[config.mk]
export PLATFORM = sky130hd
export DESIGN_NAME = can_buf_timing
export DESIGN_NICKNAME = d
export VERILOG_FILES = /design/src/can_pkg.sv /design/src/can_buf_timing.sv
export SDC_FILE = /design/constraint.sdc
export NUM_CORES = 2
export LEC_CHECK = 0
export BUFFER_PORTS_ARGS = -buffer_cell sky130_fd_sc_hd__buf_2
export CAP_MARGIN = 25
export CORE_MARGIN = 2
export CORE_UTILIZATION = 58
export DETAILED_ROUTE_END_ITERATION = 7
export PLACE_DENSITY = 0.81
export RECOVER_POWER = 100
export SETUP_SLACK_MARGIN = 0.4
export SYNTH_ARGS = -nofsm -noshare
export SYNTH_HDL_FRONTEND = slang
export SYNTH_SLANG_ARGS = --single-unit
[constraint.sdc]
create_clock -name aclk -period 4.6 [get_ports aclk]
set_clock_uncertainty 0.15 [all_clocks]
set_input_delay 0.92 -clock aclk [delete_from_list [all_inputs] [get_ports aclk]]
set_output_delay 0.92 -clock aclk [all_outputs]
set_load 0.005 [all_outputs]
[src/can_pkg.sv]
// Constants for the CAN buffer, status and bit timing block
package can_pkg;
	localparam int ADDR_W = 8;
	localparam logic [7:0] A_CTRL = 8'h00;
	localparam logic [7:0] A_TIM = 8'h04;
	localparam logic [7:0] A_INTF = 8'h08;
	localparam logic [7:0] A_ERRCNT = 8'h0c;
	localparam logic [7:0] A_FILT0 = 8'h10;
	localparam logic [7:0] A_FILT1 = 8'h14;
	localparam logic [7:0] A_MASK0 = 8'h18;
	localparam logic [7:0] A_MASK1 = 8'h1c;
	localparam logic [7:0] A_TXCON0 = 8'h20;
	localparam logic [7:0] A_RECEIVE_BUFFER_ZERO = 8'h30;
	localparam logic [7:0] A_RECEIVE_BUFFER_ONE = 8'h34;
	localparam logic [7:0] A_TXB = 8'h40;
	localparam logic [7:0] A_TXB_END = 8'h6f;
	localparam int CTRL_DOUBLE_BUFFER_ENABLE = 0;
	localparam int CTRL_CKS = 1;
	localparam int CTRL_ABORT_ALL_PENDING = 12;
	localparam logic [31:0] TIM_MASK = 32'h0007_773f;
	localparam int F_RX0 = 0;
	localparam int F_RX1 = 1;
	localparam int F_TX0 = 2;
	localparam int F_ERR = 5;
	localparam int F_WAK = 6;
	localparam int F_IVR = 7;
	localparam int F_RX_WARNING_FLAG = 9;
	localparam int F_TX_WARNING_FLAG = 10;
	localparam int F_RX_ERROR_PASSIVE_FLAG = 11;
	localparam int F_TX_ERROR_PASSIVE_FLAG = 12;
	localparam int F_BO = 13;
	localparam int F_OVR1 = 14;
	localparam int F_OVR0 = 15;
	localparam int C_IE = 2;
	localparam int C_REQ = 3;
	localparam int C_ERR = 4;
	localparam int C_LARB = 5;
	localparam int C_ABT = 6;
	localparam logic [8:0] WARN_LIM = 9'h060;
	localparam logic [8:0] PASS_LIM = 9'h07f;
	localparam logic [8:0] BO_LIM = 9'h0ff;
	localparam logic [8:0] CNT_SAT = 9'h1ff;
	localparam logic [31:0] W3_MASK = 32'h0000_ffff;
	localparam logic [1:0] RESP_OK = 2'b00;
	localparam logic [1:0] RESP_SLV = 2'b10;
	localparam logic [9:0] CKS_MUL = 10'h004;
	localparam int TQ_MIN = 8;
	localparam int TQ_MAX = 25;
	typedef enum logic {TX_IDLE = 1'b0, TX_BUSY = 1'b1} tx_state_t;
endpackage

[src/can_buf_timing.sv]
// CAN receive/transmit buffer control, error status and bit timing
//
// Operation
// - Two masks; zero mask bit always matches.
// - Overrun sets overrun and error flags, drops.
// - Without double buffering, buffers stay independent.
// - Double buffering diverts buffer-zero message to one.
// - Receive errors increment receive counter; error flag only via warning.
// - Receive counter at 96 sets warning.
// - Loaded message sets that buffer's received flag.
// - Wake event sets wake-up flag.
// - Any receive error sets invalid-message flag.
// - Receive counter above 127 sets passive flag.
// - Three transmit buffers of fourteen bytes.
// - Two-bit priority, 11 highest, picks winner.
// - Winner re-evaluated every cycle until start.
// - Setting request clears aborted, lost, error flags.
// - Success clears request, sets free flag if enabled.
// - Failure keeps request, sets error or lost.
// - Clear request or abort-all aborts, sets aborted.
// - Transmit errors count; above 96 sets warning.
// - Free flag marks buffer available again.
// - Above 127 passive, above 255 bus-off.
// - Bit time is sync plus three segments.
// - Quantum prescaler 1..64, clock select divides input by four.
// - Quantum equals 2*(field+1) input clocks.
// - Only hardware sets received; software clears.
`timescale 1ns/1ps
module can_buf_timing (
	input wire logic aclk,
	input wire logic aresetn,
	input wire logic [can_pkg::ADDR_W-1:0] awaddr,
	input wire logic awvalid,
	output logic awready,
	input wire logic [31:0] wdata,
	input wire logic [3:0] wstrb,
	input wire logic wvalid,
	output logic wready,
	output logic [1:0] bresp,
	output logic bvalid,
	input wire logic bready,
	input wire logic [can_pkg::ADDR_W-1:0] araddr,
	input wire logic arvalid,
	output logic arready,
	output logic [31:0] rdata,
	output logic [1:0] rresp,
	output logic rvalid,
	input wire logic rready,
	input wire logic rx_msg_valid,
	input wire logic [28:0] rx_msg_id,
	input wire logic rx_err,
	input wire logic wake_event,
	input wire logic tx_start,
	input wire logic tx_ok,
	input wire logic tx_err,
	input wire logic tx_lost,
	input wire logic [1:0] tx_rd_word,
	output logic tx_pending,
	output logic [1:0] tx_sel,
	output logic [31:0] tx_rd_data,
	output logic tq_tick,
	output logic bit_tick,
	output logic bus_off
);
	import can_pkg::*;

	logic aw_ff, w_ff, bvalid_ff, rvalid_ff, arready_ff, awready_ff, wready_ff;
	logic [7:0] awaddr_ff;
	logic [31:0] wdata_ff, wmask, rdata_ff;
	logic [3:0] wstrb_ff;
	logic [1:0] bresp_ff, rresp_ff;
	logic do_wr, wr_hit, abort_all_pending_wr;
	logic [1:0] ctrl_ff;
	logic [31:0] tim_ff, filt0_ff, filt1_ff, mask0_ff, mask1_ff;
	logic [28:0] rxid0_ff, rxid1_ff;
	logic [15:0] stat_ff, nxt_set;
	logic [8:0] rxcnt_ff, txcnt_ff;
	logic [6:0] txcon_ff [3];
	logic [2:0] abt_pend_ff;
	logic [31:0] txmem [12];
	tx_state_t txst_ff;
	logic [1:0] act_ff, nxt_sel, tx_sel_ff;
	logic tx_pending_ff, bus_off_ff, tq_ff, bit_ff;
	logic [31:0] tx_rd_ff;
	logic m0, m1, ld0, ld1, ovr0, ovr1;
	logic [9:0] presc_ff, period;
	logic [4:0] tq_cnt_ff, bit_len;

	assign awready = awready_ff;
	assign wready = wready_ff;
	assign bvalid = bvalid_ff;
	assign bresp = bresp_ff;
	assign arready = arready_ff;
	assign rvalid = rvalid_ff;
	assign rdata = rdata_ff;
	assign rresp = rresp_ff;
	assign tx_pending = tx_pending_ff;
	assign tx_sel = tx_sel_ff;
	assign tx_rd_data = tx_rd_ff;
	assign tq_tick = tq_ff;
	assign bit_tick = bit_ff;
	assign bus_off = bus_off_ff;

	assign wmask = {{8{wstrb_ff[3]}}, {8{wstrb_ff[2]}}, {8{wstrb_ff[1]}}, {8{wstrb_ff[0]}}};
	assign do_wr = aw_ff && w_ff && !bvalid_ff;
	assign wr_hit = (awaddr_ff <= A_RECEIVE_BUFFER_ONE) || (awaddr_ff >= A_TXB && awaddr_ff <= A_TXB_END);
	assign abort_all_pending_wr = do_wr && awaddr_ff == A_CTRL && wstrb_ff[1] && wdata_ff[CTRL_ABORT_ALL_PENDING];

	// Write channel capture and response
	always_ff @(posedge aclk) begin
		if (!aresetn) begin
			aw_ff <= 1'b0;
			w_ff <= 1'b0;
			awready_ff <= 1'b1;
			wready_ff <= 1'b1;
			bvalid_ff <= 1'b0;
			bresp_ff <= RESP_OK;
			awaddr_ff <= 8'h00;
			wdata_ff <= 32'h0000_0000;
			wstrb_ff <= 4'h0;
		end else begin
			if (awvalid && !aw_ff) begin
				aw_ff <= 1'b1;
				awready_ff <= 1'b0;
				awaddr_ff <= awaddr;
			end
			if (wvalid && !w_ff) begin
				w_ff <= 1'b1;
				wready_ff <= 1'b0;
				wdata_ff <= wdata;
				wstrb_ff <= wstrb;
			end
			if (do_wr) begin
				aw_ff <= 1'b0;
				w_ff <= 1'b0;
				awready_ff <= 1'b1;
				wready_ff <= 1'b1;
				bvalid_ff <= 1'b1;
				bresp_ff <= wr_hit ? RESP_OK : RESP_SLV;
			end else if (bvalid_ff && bready) begin
				bvalid_ff <= 1'b0;
			end
		end
	end

	// Configuration registers and transmit buffer storage
	always_ff @(posedge aclk) begin
		if (!aresetn) begin
			ctrl_ff <= 2'b00;
			tim_ff <= 32'h0000_0000;
			filt0_ff <= 32'h0000_0000;
			filt1_ff <= 32'h0000_0000;
			mask0_ff <= 32'h0000_0000;
			mask1_ff <= 32'h0000_0000;
		end else if (do_wr) begin
			if (awaddr_ff == A_CTRL && wstrb_ff[0]) begin
				ctrl_ff <= wdata_ff[1:0];
			end else if (awaddr_ff == A_TIM) begin
				tim_ff <= ((tim_ff & ~wmask) | (wdata_ff & wmask)) & TIM_MASK;
			end else if (awaddr_ff == A_FILT0) begin
				filt0_ff <= (filt0_ff & ~wmask) | (wdata_ff & wmask);
			end else if (awaddr_ff == A_FILT1) begin
				filt1_ff <= (filt1_ff & ~wmask) | (wdata_ff & wmask);
			end else if (awaddr_ff == A_MASK0) begin
				mask0_ff <= (mask0_ff & ~wmask) | (wdata_ff & wmask);
			end else if (awaddr_ff == A_MASK1) begin
				mask1_ff <= (mask1_ff & ~wmask) | (wdata_ff & wmask);
			end
		end
	end

	// three buffers, last word holds two bytes
	always_ff @(posedge aclk) begin
		if (do_wr && awaddr_ff >= A_TXB && awaddr_ff <= A_TXB_END) begin
			txmem[awaddr_ff[5:2]] <= ((txmem[awaddr_ff[5:2]] & ~wmask) | (wdata_ff & wmask))
				& ((awaddr_ff[3:2] == 2'b11) ? W3_MASK : 32'hffff_ffff);
		end
		tx_rd_ff <= txmem[{act_ff, tx_rd_word}];
	end

	assign m0 = ((rx_msg_id ^ filt0_ff[28:0]) & mask0_ff[28:0]) == 29'h0;
	assign m1 = ((rx_msg_id ^ filt1_ff[28:0]) & mask1_ff[28:0]) == 29'h0;

	always_comb begin
		ld0 = 1'b0;
		ld1 = 1'b0;
		ovr0 = 1'b0;
		ovr1 = 1'b0;
		if (rx_msg_valid && m0) begin
			if (!stat_ff[F_RX0]) begin
				ld0 = 1'b1;
			end else if (ctrl_ff[CTRL_DOUBLE_BUFFER_ENABLE]) begin
				ld1 = !stat_ff[F_RX1];
				ovr1 = stat_ff[F_RX1];
			end else begin
				ovr0 = 1'b1;
			end
		end else if (rx_msg_valid && m1) begin
			ld1 = !stat_ff[F_RX1];
			ovr1 = stat_ff[F_RX1];
		end
	end

	always_ff @(posedge aclk) begin
		if (!aresetn) begin
			rxid0_ff <= 29'h0;
			rxid1_ff <= 29'h0;
		end else begin
			if (ld0) begin
				rxid0_ff <= rx_msg_id;
			end
			if (ld1) begin
				rxid1_ff <= rx_msg_id;
			end
		end
	end

	// Hardware flag sources
	always_comb begin
		nxt_set = 16'h0000;
		nxt_set[F_RX0] = ld0;
		nxt_set[F_RX1] = ld1;
		nxt_set[F_OVR0] = ovr0;
		nxt_set[F_OVR1] = ovr1;
		nxt_set[F_WAK] = wake_event;
		nxt_set[F_IVR] = rx_err;
		nxt_set[F_RX_WARNING_FLAG] = rxcnt_ff >= WARN_LIM;
		nxt_set[F_RX_ERROR_PASSIVE_FLAG] = rxcnt_ff > PASS_LIM;
		nxt_set[F_TX_WARNING_FLAG] = txcnt_ff > WARN_LIM;
		nxt_set[F_TX_ERROR_PASSIVE_FLAG] = txcnt_ff > PASS_LIM;
		nxt_set[F_BO] = txcnt_ff > BO_LIM;
		if (txst_ff == TX_BUSY && tx_ok && txcon_ff[act_ff][C_IE]) begin
			nxt_set[F_TX0 + 32'(act_ff)] = 1'b1;
		end
		// receive errors raise the error flag only through the receive warning
		nxt_set[F_ERR] = ovr0 || ovr1 || nxt_set[F_RX_WARNING_FLAG] || nxt_set[F_TX_WARNING_FLAG] || nxt_set[F_TX_ERROR_PASSIVE_FLAG] || nxt_set[F_BO];
	end

	always_ff @(posedge aclk) begin
		if (!aresetn) begin
			stat_ff <= 16'h0000;
		end else if (do_wr && awaddr_ff == A_INTF) begin
			stat_ff <= (stat_ff & ~(wdata_ff[15:0] & wmask[15:0])) | nxt_set;
		end else begin
			stat_ff <= stat_ff | nxt_set;
		end
	end

	always_ff @(posedge aclk) begin
		if (!aresetn) begin
			rxcnt_ff <= 9'h000;
		end else if (rx_err && rxcnt_ff < BO_LIM) begin
			rxcnt_ff <= rxcnt_ff + 9'h001;
		end
	end

	always_ff @(posedge aclk) begin
		if (!aresetn) begin
			txcnt_ff <= 9'h000;
		end else if (txst_ff == TX_BUSY && tx_err && txcnt_ff < CNT_SAT) begin
			txcnt_ff <= txcnt_ff + 9'h001;
		end
	end

	always_comb begin
		nxt_sel = 2'd0;
		for (int n = 2; n >= 0; n--) begin
			if (txcon_ff[n][C_REQ] && !abt_pend_ff[n] && (!txcon_ff[nxt_sel][C_REQ] ||
				abt_pend_ff[nxt_sel] || txcon_ff[n][1:0] >= txcon_ff[nxt_sel][1:0])) begin
				nxt_sel = 2'(n);
			end
		end
	end

	// Transmit scheduling toward the protocol engine
	always_ff @(posedge aclk) begin
		if (!aresetn) begin
			txst_ff <= TX_IDLE;
			act_ff <= 2'd0;
			tx_sel_ff <= 2'd0;
			tx_pending_ff <= 1'b0;
			bus_off_ff <= 1'b0;
		end else begin
			if (txst_ff == TX_IDLE) begin
				tx_sel_ff <= nxt_sel;
			end
			tx_pending_ff <= txst_ff == TX_IDLE && !tx_start && txcon_ff[nxt_sel][C_REQ]
				&& !abt_pend_ff[nxt_sel] && !stat_ff[F_BO];
			bus_off_ff <= stat_ff[F_BO];
			case (txst_ff)
				TX_IDLE: begin
					if (tx_start && tx_pending_ff) begin
						txst_ff <= TX_BUSY;
						act_ff <= tx_sel_ff;
					end
				end
				TX_BUSY: begin
					if (tx_ok || tx_err || tx_lost) begin
						txst_ff <= TX_IDLE;
					end
				end
				default: txst_ff <= TX_IDLE;
			endcase
		end
	end

	// Per-buffer transmit control
	always_ff @(posedge aclk) begin
		if (!aresetn) begin
			abt_pend_ff <= 3'b000;
			for (int n = 0; n < 3; n++) begin
				txcon_ff[n] <= 7'h00;
			end
		end else begin
			for (int n = 0; n < 3; n++) begin
				if (do_wr && awaddr_ff == A_TXCON0 + 8'(4 * n) && wstrb_ff[0]) begin
					txcon_ff[n][1:0] <= wdata_ff[1:0];
					txcon_ff[n][C_IE] <= wdata_ff[C_IE];
					if (wdata_ff[C_REQ]) begin
						txcon_ff[n][C_REQ] <= 1'b1;
						txcon_ff[n][C_ERR] <= 1'b0;
						txcon_ff[n][C_LARB] <= 1'b0;
						txcon_ff[n][C_ABT] <= 1'b0;
					end
				end
				// abort unless already on the bus
				if (txcon_ff[n][C_REQ] && (abort_all_pending_wr || (do_wr && awaddr_ff == A_TXCON0 + 8'(4 * n)
					&& wstrb_ff[0] && !wdata_ff[C_REQ]))) begin
					if (txst_ff == TX_BUSY && act_ff == 2'(n)) begin
						abt_pend_ff[n] <= 1'b1;
					end else begin
						txcon_ff[n][C_REQ] <= 1'b0;
						txcon_ff[n][C_ABT] <= 1'b1;
					end
				end
				if (txst_ff == TX_BUSY && act_ff == 2'(n)) begin
					if (tx_ok) begin
						txcon_ff[n][C_REQ] <= 1'b0;
						abt_pend_ff[n] <= 1'b0;
					end else if (tx_err || tx_lost) begin
						txcon_ff[n][C_ERR] <= txcon_ff[n][C_ERR] | tx_err;
						txcon_ff[n][C_LARB] <= txcon_ff[n][C_LARB] | tx_lost;
						if (abt_pend_ff[n]) begin
							txcon_ff[n][C_REQ] <= 1'b0;
							txcon_ff[n][C_ABT] <= 1'b1;
							abt_pend_ff[n] <= 1'b0;
						end
					end
				end
			end
		end
	end

	// prescaler, slower input when select set
	assign period = ({4'h0, tim_ff[5:0]} + 10'h001) * (ctrl_ff[CTRL_CKS] ? CKS_MUL : 10'h001);
	// sync plus propagation and phase segments
	assign bit_len = 5'd4 + {2'b00, tim_ff[10:8]} + {2'b00, tim_ff[14:12]} + {2'b00, tim_ff[18:16]};

	// quantum is two times field plus one
	always_ff @(posedge aclk) begin
		if (!aresetn) begin
			presc_ff <= 10'h000;
			tq_ff <= 1'b0;
		end else if (presc_ff >= {period[8:0], 1'b0} - 10'h001) begin
			presc_ff <= 10'h000;
			tq_ff <= 1'b1;
		end else begin
			presc_ff <= presc_ff + 10'h001;
			tq_ff <= 1'b0;
		end
	end

	always_ff @(posedge aclk) begin
		if (!aresetn) begin
			tq_cnt_ff <= 5'd0;
			bit_ff <= 1'b0;
		end else begin
			bit_ff <= tq_ff && tq_cnt_ff >= bit_len - 5'd1;
			if (tq_ff) begin
				tq_cnt_ff <= (tq_cnt_ff >= bit_len - 5'd1) ? 5'd0 : tq_cnt_ff + 5'd1;
			end
		end
	end

	// Read channel
	always_ff @(posedge aclk) begin
		if (!aresetn) begin
			arready_ff <= 1'b0;
			rvalid_ff <= 1'b0;
			rdata_ff <= 32'h0000_0000;
			rresp_ff <= RESP_OK;
		end else begin
			arready_ff <= !rvalid_ff && !arready_ff;
			if (arvalid && arready_ff) begin
				rvalid_ff <= 1'b1;
				rresp_ff <= RESP_OK;
				rdata_ff <= 32'h0000_0000;
				if (araddr == A_CTRL) begin
					rdata_ff[1:0] <= ctrl_ff;
				end else if (araddr == A_TIM) begin
					rdata_ff <= tim_ff;
				end else if (araddr == A_INTF) begin
					rdata_ff[15:0] <= stat_ff;
				end else if (araddr == A_ERRCNT) begin
					rdata_ff[24:0] <= {txcnt_ff, 8'h00, rxcnt_ff[7:0]};
				end else if (araddr == A_FILT0) begin
					rdata_ff <= filt0_ff;
				end else if (araddr == A_FILT1) begin
					rdata_ff <= filt1_ff;
				end else if (araddr == A_MASK0) begin
					rdata_ff <= mask0_ff;
				end else if (araddr == A_MASK1) begin
					rdata_ff <= mask1_ff;
				end else if (araddr >= A_TXCON0 && araddr < A_TXCON0 + 8'h0c) begin
					rdata_ff[6:0] <= txcon_ff[araddr[3:2]];
				end else if (araddr == A_RECEIVE_BUFFER_ZERO) begin
					rdata_ff[28:0] <= rxid0_ff;
				end else if (araddr == A_RECEIVE_BUFFER_ONE) begin
					rdata_ff[28:0] <= rxid1_ff;
				end else if (araddr >= A_TXB && araddr <= A_TXB_END) begin
					rdata_ff <= txmem[araddr[5:2]];
				end else begin
					rresp_ff <= RESP_SLV;
				end
			end else if (rvalid_ff && rready) begin
				rvalid_ff <= 1'b0;
			end
		end
	end

	property p_rxcnt;
		@(posedge aclk) disable iff (!aresetn) rx_err && rxcnt_ff < BO_LIM |=> rxcnt_ff == $past(rxcnt_ff) + 9'h001;
	endproperty
	a_rxcnt: assert property (p_rxcnt) else $error("receive counter not incremented");
	property p_rx_warning_flag;
		@(posedge aclk) disable iff (!aresetn) rxcnt_ff == WARN_LIM |=> stat_ff[F_RX_WARNING_FLAG] && stat_ff[F_ERR];
	endproperty
	a_rx_warning_flag: assert property (p_rx_warning_flag) else $error("receive warning missing");
	property p_rx_error_passive_flag;
		@(posedge aclk) disable iff (!aresetn) rxcnt_ff > PASS_LIM |=> stat_ff[F_RX_ERROR_PASSIVE_FLAG];
	endproperty
	a_rx_error_passive_flag: assert property (p_rx_error_passive_flag) else $error("receive passive missing");
	property p_ovr0;
		@(posedge aclk) disable iff (!aresetn) rx_msg_valid && m0 && stat_ff[F_RX0] && !ctrl_ff[CTRL_DOUBLE_BUFFER_ENABLE]
			|=> stat_ff[F_OVR0] && stat_ff[F_ERR] && rxid0_ff == $past(rxid0_ff);
	endproperty
	a_ovr0: assert property (p_ovr0) else $error("overrun not flagged");
	property p_dbl;
		@(posedge aclk) disable iff (!aresetn) rx_msg_valid && m0 && stat_ff[F_RX0] && !stat_ff[F_RX1]
			&& ctrl_ff[CTRL_DOUBLE_BUFFER_ENABLE] |=> stat_ff[F_RX1] && rxid1_ff == $past(rx_msg_id);
	endproperty
	a_dbl: assert property (p_dbl) else $error("double buffer divert failed");
	property p_txok;
		@(posedge aclk) disable iff (!aresetn) txst_ff == TX_BUSY && tx_ok |=> !txcon_ff[$past(act_ff)][C_REQ] ##1 txst_ff == TX_IDLE;
	endproperty
	a_txok: assert property (p_txok) else $error("request not cleared on success");
	property p_lost;
		@(posedge aclk) disable iff (!aresetn) txst_ff == TX_BUSY && tx_lost && !tx_ok && !abt_pend_ff[act_ff]
			|=> txcon_ff[$past(act_ff)][C_REQ] && txcon_ff[$past(act_ff)][C_LARB];
	endproperty
	a_lost: assert property (p_lost) else $error("lost arbitration handling wrong");
	property p_tx_warning_flag;
		@(posedge aclk) disable iff (!aresetn) txcnt_ff > WARN_LIM |=> stat_ff[F_TX_WARNING_FLAG] && stat_ff[F_ERR];
	endproperty
	a_tx_warning_flag: assert property (p_tx_warning_flag) else $error("transmit warning missing");
	property p_bo;
		@(posedge aclk) disable iff (!aresetn) txcnt_ff > BO_LIM |-> ##2 bus_off_ff && !tx_pending_ff;
	endproperty
	a_bo: assert property (p_bo) else $error("bus-off not entered");
	property p_tq;
		@(posedge aclk) disable iff (!aresetn) tq_ff |=> !tq_ff;
	endproperty
	a_tq: assert property (p_tq) else $error("quantum shorter than two clocks");
	c_load: cover property (@(posedge aclk) disable iff (!aresetn) ld1 && rx_msg_valid && m0);
	c_send: cover property (@(posedge aclk) disable iff (!aresetn) txst_ff == TX_BUSY && tx_ok);
	c_abort: cover property (@(posedge aclk) disable iff (!aresetn) abort_all_pending_wr && txst_ff == TX_IDLE);
	c_bit: cover property (@(posedge aclk) disable iff (!aresetn) bit_ff);
endmodule

==> impl_metrics.json <==
{
  "status": "finished, violations left",
  "violations": "design-rule violations, max-capacitance violations, max-slew violations",
  "die-area_sq_mm": 0.07159,
  "drc_errors": 1,
  "path_clk_slew_ps": 60,
  "grt_antenna_before_repair": 13,
  "drv_slew": 407,
  "grt_usage": 0.3855,
  "synthCells": 3476,
  "dieWidth_um": 267.6,
  "synth_edf_count": 405,
  "cts.htree.levels": 3,
  "cp.required_ps": 4980,
  "relSlewSlack": -0.6879,
  "io_buffer_count": 173,
  "synth.avg_cell_area_sq_um": 11.59,
  "reg2reg_setup_slack_ps": 380,
  "wl_um": 138600,
  "totalNegativeSetupSlack_ps": 0,
  "synthTopCellsByArea": "edfxtp_1, dfxtp_1, mux4_2, mux2i_1, nand2_1",
  "antenna_left": 0,
  "ys.flop_type": "edfxtp_1",
  "netlist_area_sq_mm": 0.04029,
  "drtIter0Drc": 4839,
  "combPwrFrac": 0.090,
  "end_kind": "flop",
  "p_seq_frac": 0.473,
  "p_per_area_mw_per_mm2": 365.6,
  "grt_pass1_vias": 31260,
  "layout_min_cycle_time_ps": 4346,
  "hpwlAfterDp_um": 89790,
  "critPathArrivalTime_ps": 4730,
  "cts_hold_buf": 0,
  "clock-sinks": 792,
  "root_buffer": "clkbuf_16",
  "clk_latency_ps": 660,
  "synth_warnings": 0,
  "p_sw_frac": 0.2452,
  "final_nets": 3716,
  "yosys.area.top_type": "edfxtp_1",
  "die_height_um": 267.6,
  "grt_max_degree": 106,
  "drtPass1Iterations": 8,
  "dp_cells": 4408,
  "overflow": 0,
  "clockPowerShare": 0.437,
  "p_switching_mw": 4.039,
  "core_sq_mm": 0.06871,
  "synth-seq-cells": 792,
  "ir_drop_uv": 279.9,
  "p_leak_nw": 15.52,
  "timing.hold.ws_ps": 294.8,
  "max_freq_mhz": 230.1,
  "post_cts_resized": 0,
  "drive_above_1_share": 0.1913,
  "yosysTopAreaCellShare": 0.3018,
  "async_reset_ff_frac": 0,
  "route.vias.total": 32710,
  "areaGrowthSynthToFinish_pct": 11.83,
  "drv_cap": 10,
  "internal_power_mw": 12.43,
  "rows": 96,
  "startpoint_type": "primary input",
  "final.fill_count": 5111,
  "clockBufferDepth": 3,
  "initial_core_util": 0.5864,
  "crit_fanout": 21,
  "finalSetupViolCount": 0,
  "viasPerCell": 7.146,
  "cts_buffers": 83,
  "hold_viol_final": 0,
  "fin_cells": 4578,
  "yosysSeqAreaShare": 0.4941,
  "post_drt_wl_per_cell_um": 30.28,
  "place_congestion": 1.053,
  "cts_tree": "yes",
  "ys_types": 77,
  "grt_pass1_wl_um": 202600,
  "ios": 176,
  "synth_common_cells": "nand2_1, edfxtp_1, dfxtp_1",
  "yosysMostFrequentCell": "nand2_1",
  "worst_pin_slew_ps": 2532,
  "post_cts_buffers": 0,
  "hold_path.class": "flop to flop",
  "grt_setup_unrepaired": "no",
  "crit_type": "primary input to flop",
  "period_share": 0.9447
}
==> power by group through the flow <==
stage	registers, mW	logic [mW]	clock network (mW)
finish	7.79	1.48	7.20
global route	7.79	1.56	7.49
detailed placement	7.93	1.42	0
global placement	7.93	1.38	0
CTS	7.78	1.44	7.20
floorplan	7.83	0.965	0
==> metal layers <==
layer	wire [um]	part of all wire	GRT usage	vias up
met1	46920	0.34	0.4808	15750
met2	61130	0.44	0.5786	2773
met3	19320	0.14	0.1175	675
met4	11160	0.081	0.2632	18
met5	108	0.00078	0.001386	-
li1	-	-	-	13500
==> through the flow <==
stage          setup WS (ps)  area (sq um)  utilization  power, mW
2_1_floorplan          778.3         40310            -      8.795
3_3_place_gp           602.3         42280       0.6153      9.307
3_5_place_dp           579.9         42300       0.6157      9.348
4_1_cts                631.4         45210       0.6580      16.42
5_1_grt                255.4         45050       0.6557      16.84
6_report               254.5         45060       0.6558      16.47
==> cell families after synthesis <==
logic type / after synthesis / share of synthesized area
AOI/OAI and AO/OA: 737 / 0.1166
xor gates and xnor gates: 100 / 0.02174
adders and majority gates: 45 / 0.01472
buffers and inverters: 330 / 0.03363
DFF: 792 / 0.4941
muxes: 473 / 0.2073
other: 2 / 0.0001864
and+or+nand+nor: 997 / 0.1116
==> path summary, 6_finish.rpt <==
| check | from | to | cells past startpoint |
|---|---|---|---|
| setup / recovery | araddr[4] | rdata[8] | 8 |
| hold / removal | stat_ff[8] | stat_ff[8] | 2 |
| hold reg to reg | stat_ff[8] | stat_ff[8] | 2 |
| setup reg to reg | w_ff | txmem[3][11] | 4 |
==> layout make-up <==
cell class | instances | area [sq um] | area share
Tap cell | 931 | 1165 | 0.02585
Sequential cell | 792 | 19920 | 0.4421
Clock buffer | 123 | 2452 | 0.05443
Antenna cell | 4 | 10.01 | 0.0002221
Clock inverter | 31 | 452.9 | 0.01005
Timing Repair Buffer | 302 | 1784 | 0.03960
Inverter | 35 | 138.9 | 0.003082
Multi-Input combinational cell | 2360 | 19130 | 0.4247
==> worst max-delay path, stage by stage <==
cell and delay [ps]:
clkbuf_1 720, clkbuf_2 990, nor4bb_1 260, buf_4 260, and2_1 130, a2111oi_0 890
o21ai_0 230, a32o_1 310
==> placed cells by master (no fill, tap or decap), drive strengths merged, types with 30 or more instances in the layout <==
master  netlist  layout
mux4        288     288
ha           41      41
nor2        201     201
buf          91     214
mux2i       172     172
nand2       426     426
xor2         79      79
nand3       183     183
a32oi        30      30
a22oi        48      48
dfxtp       387     387
a221oi       31      31
o311ai       30      30
a21oi       259     259
o21ai       154     154
clkbuf      204     210
inv          34      39
edfxtp      405     405
No activity file was read; power rests on OpenSTA's default activity.
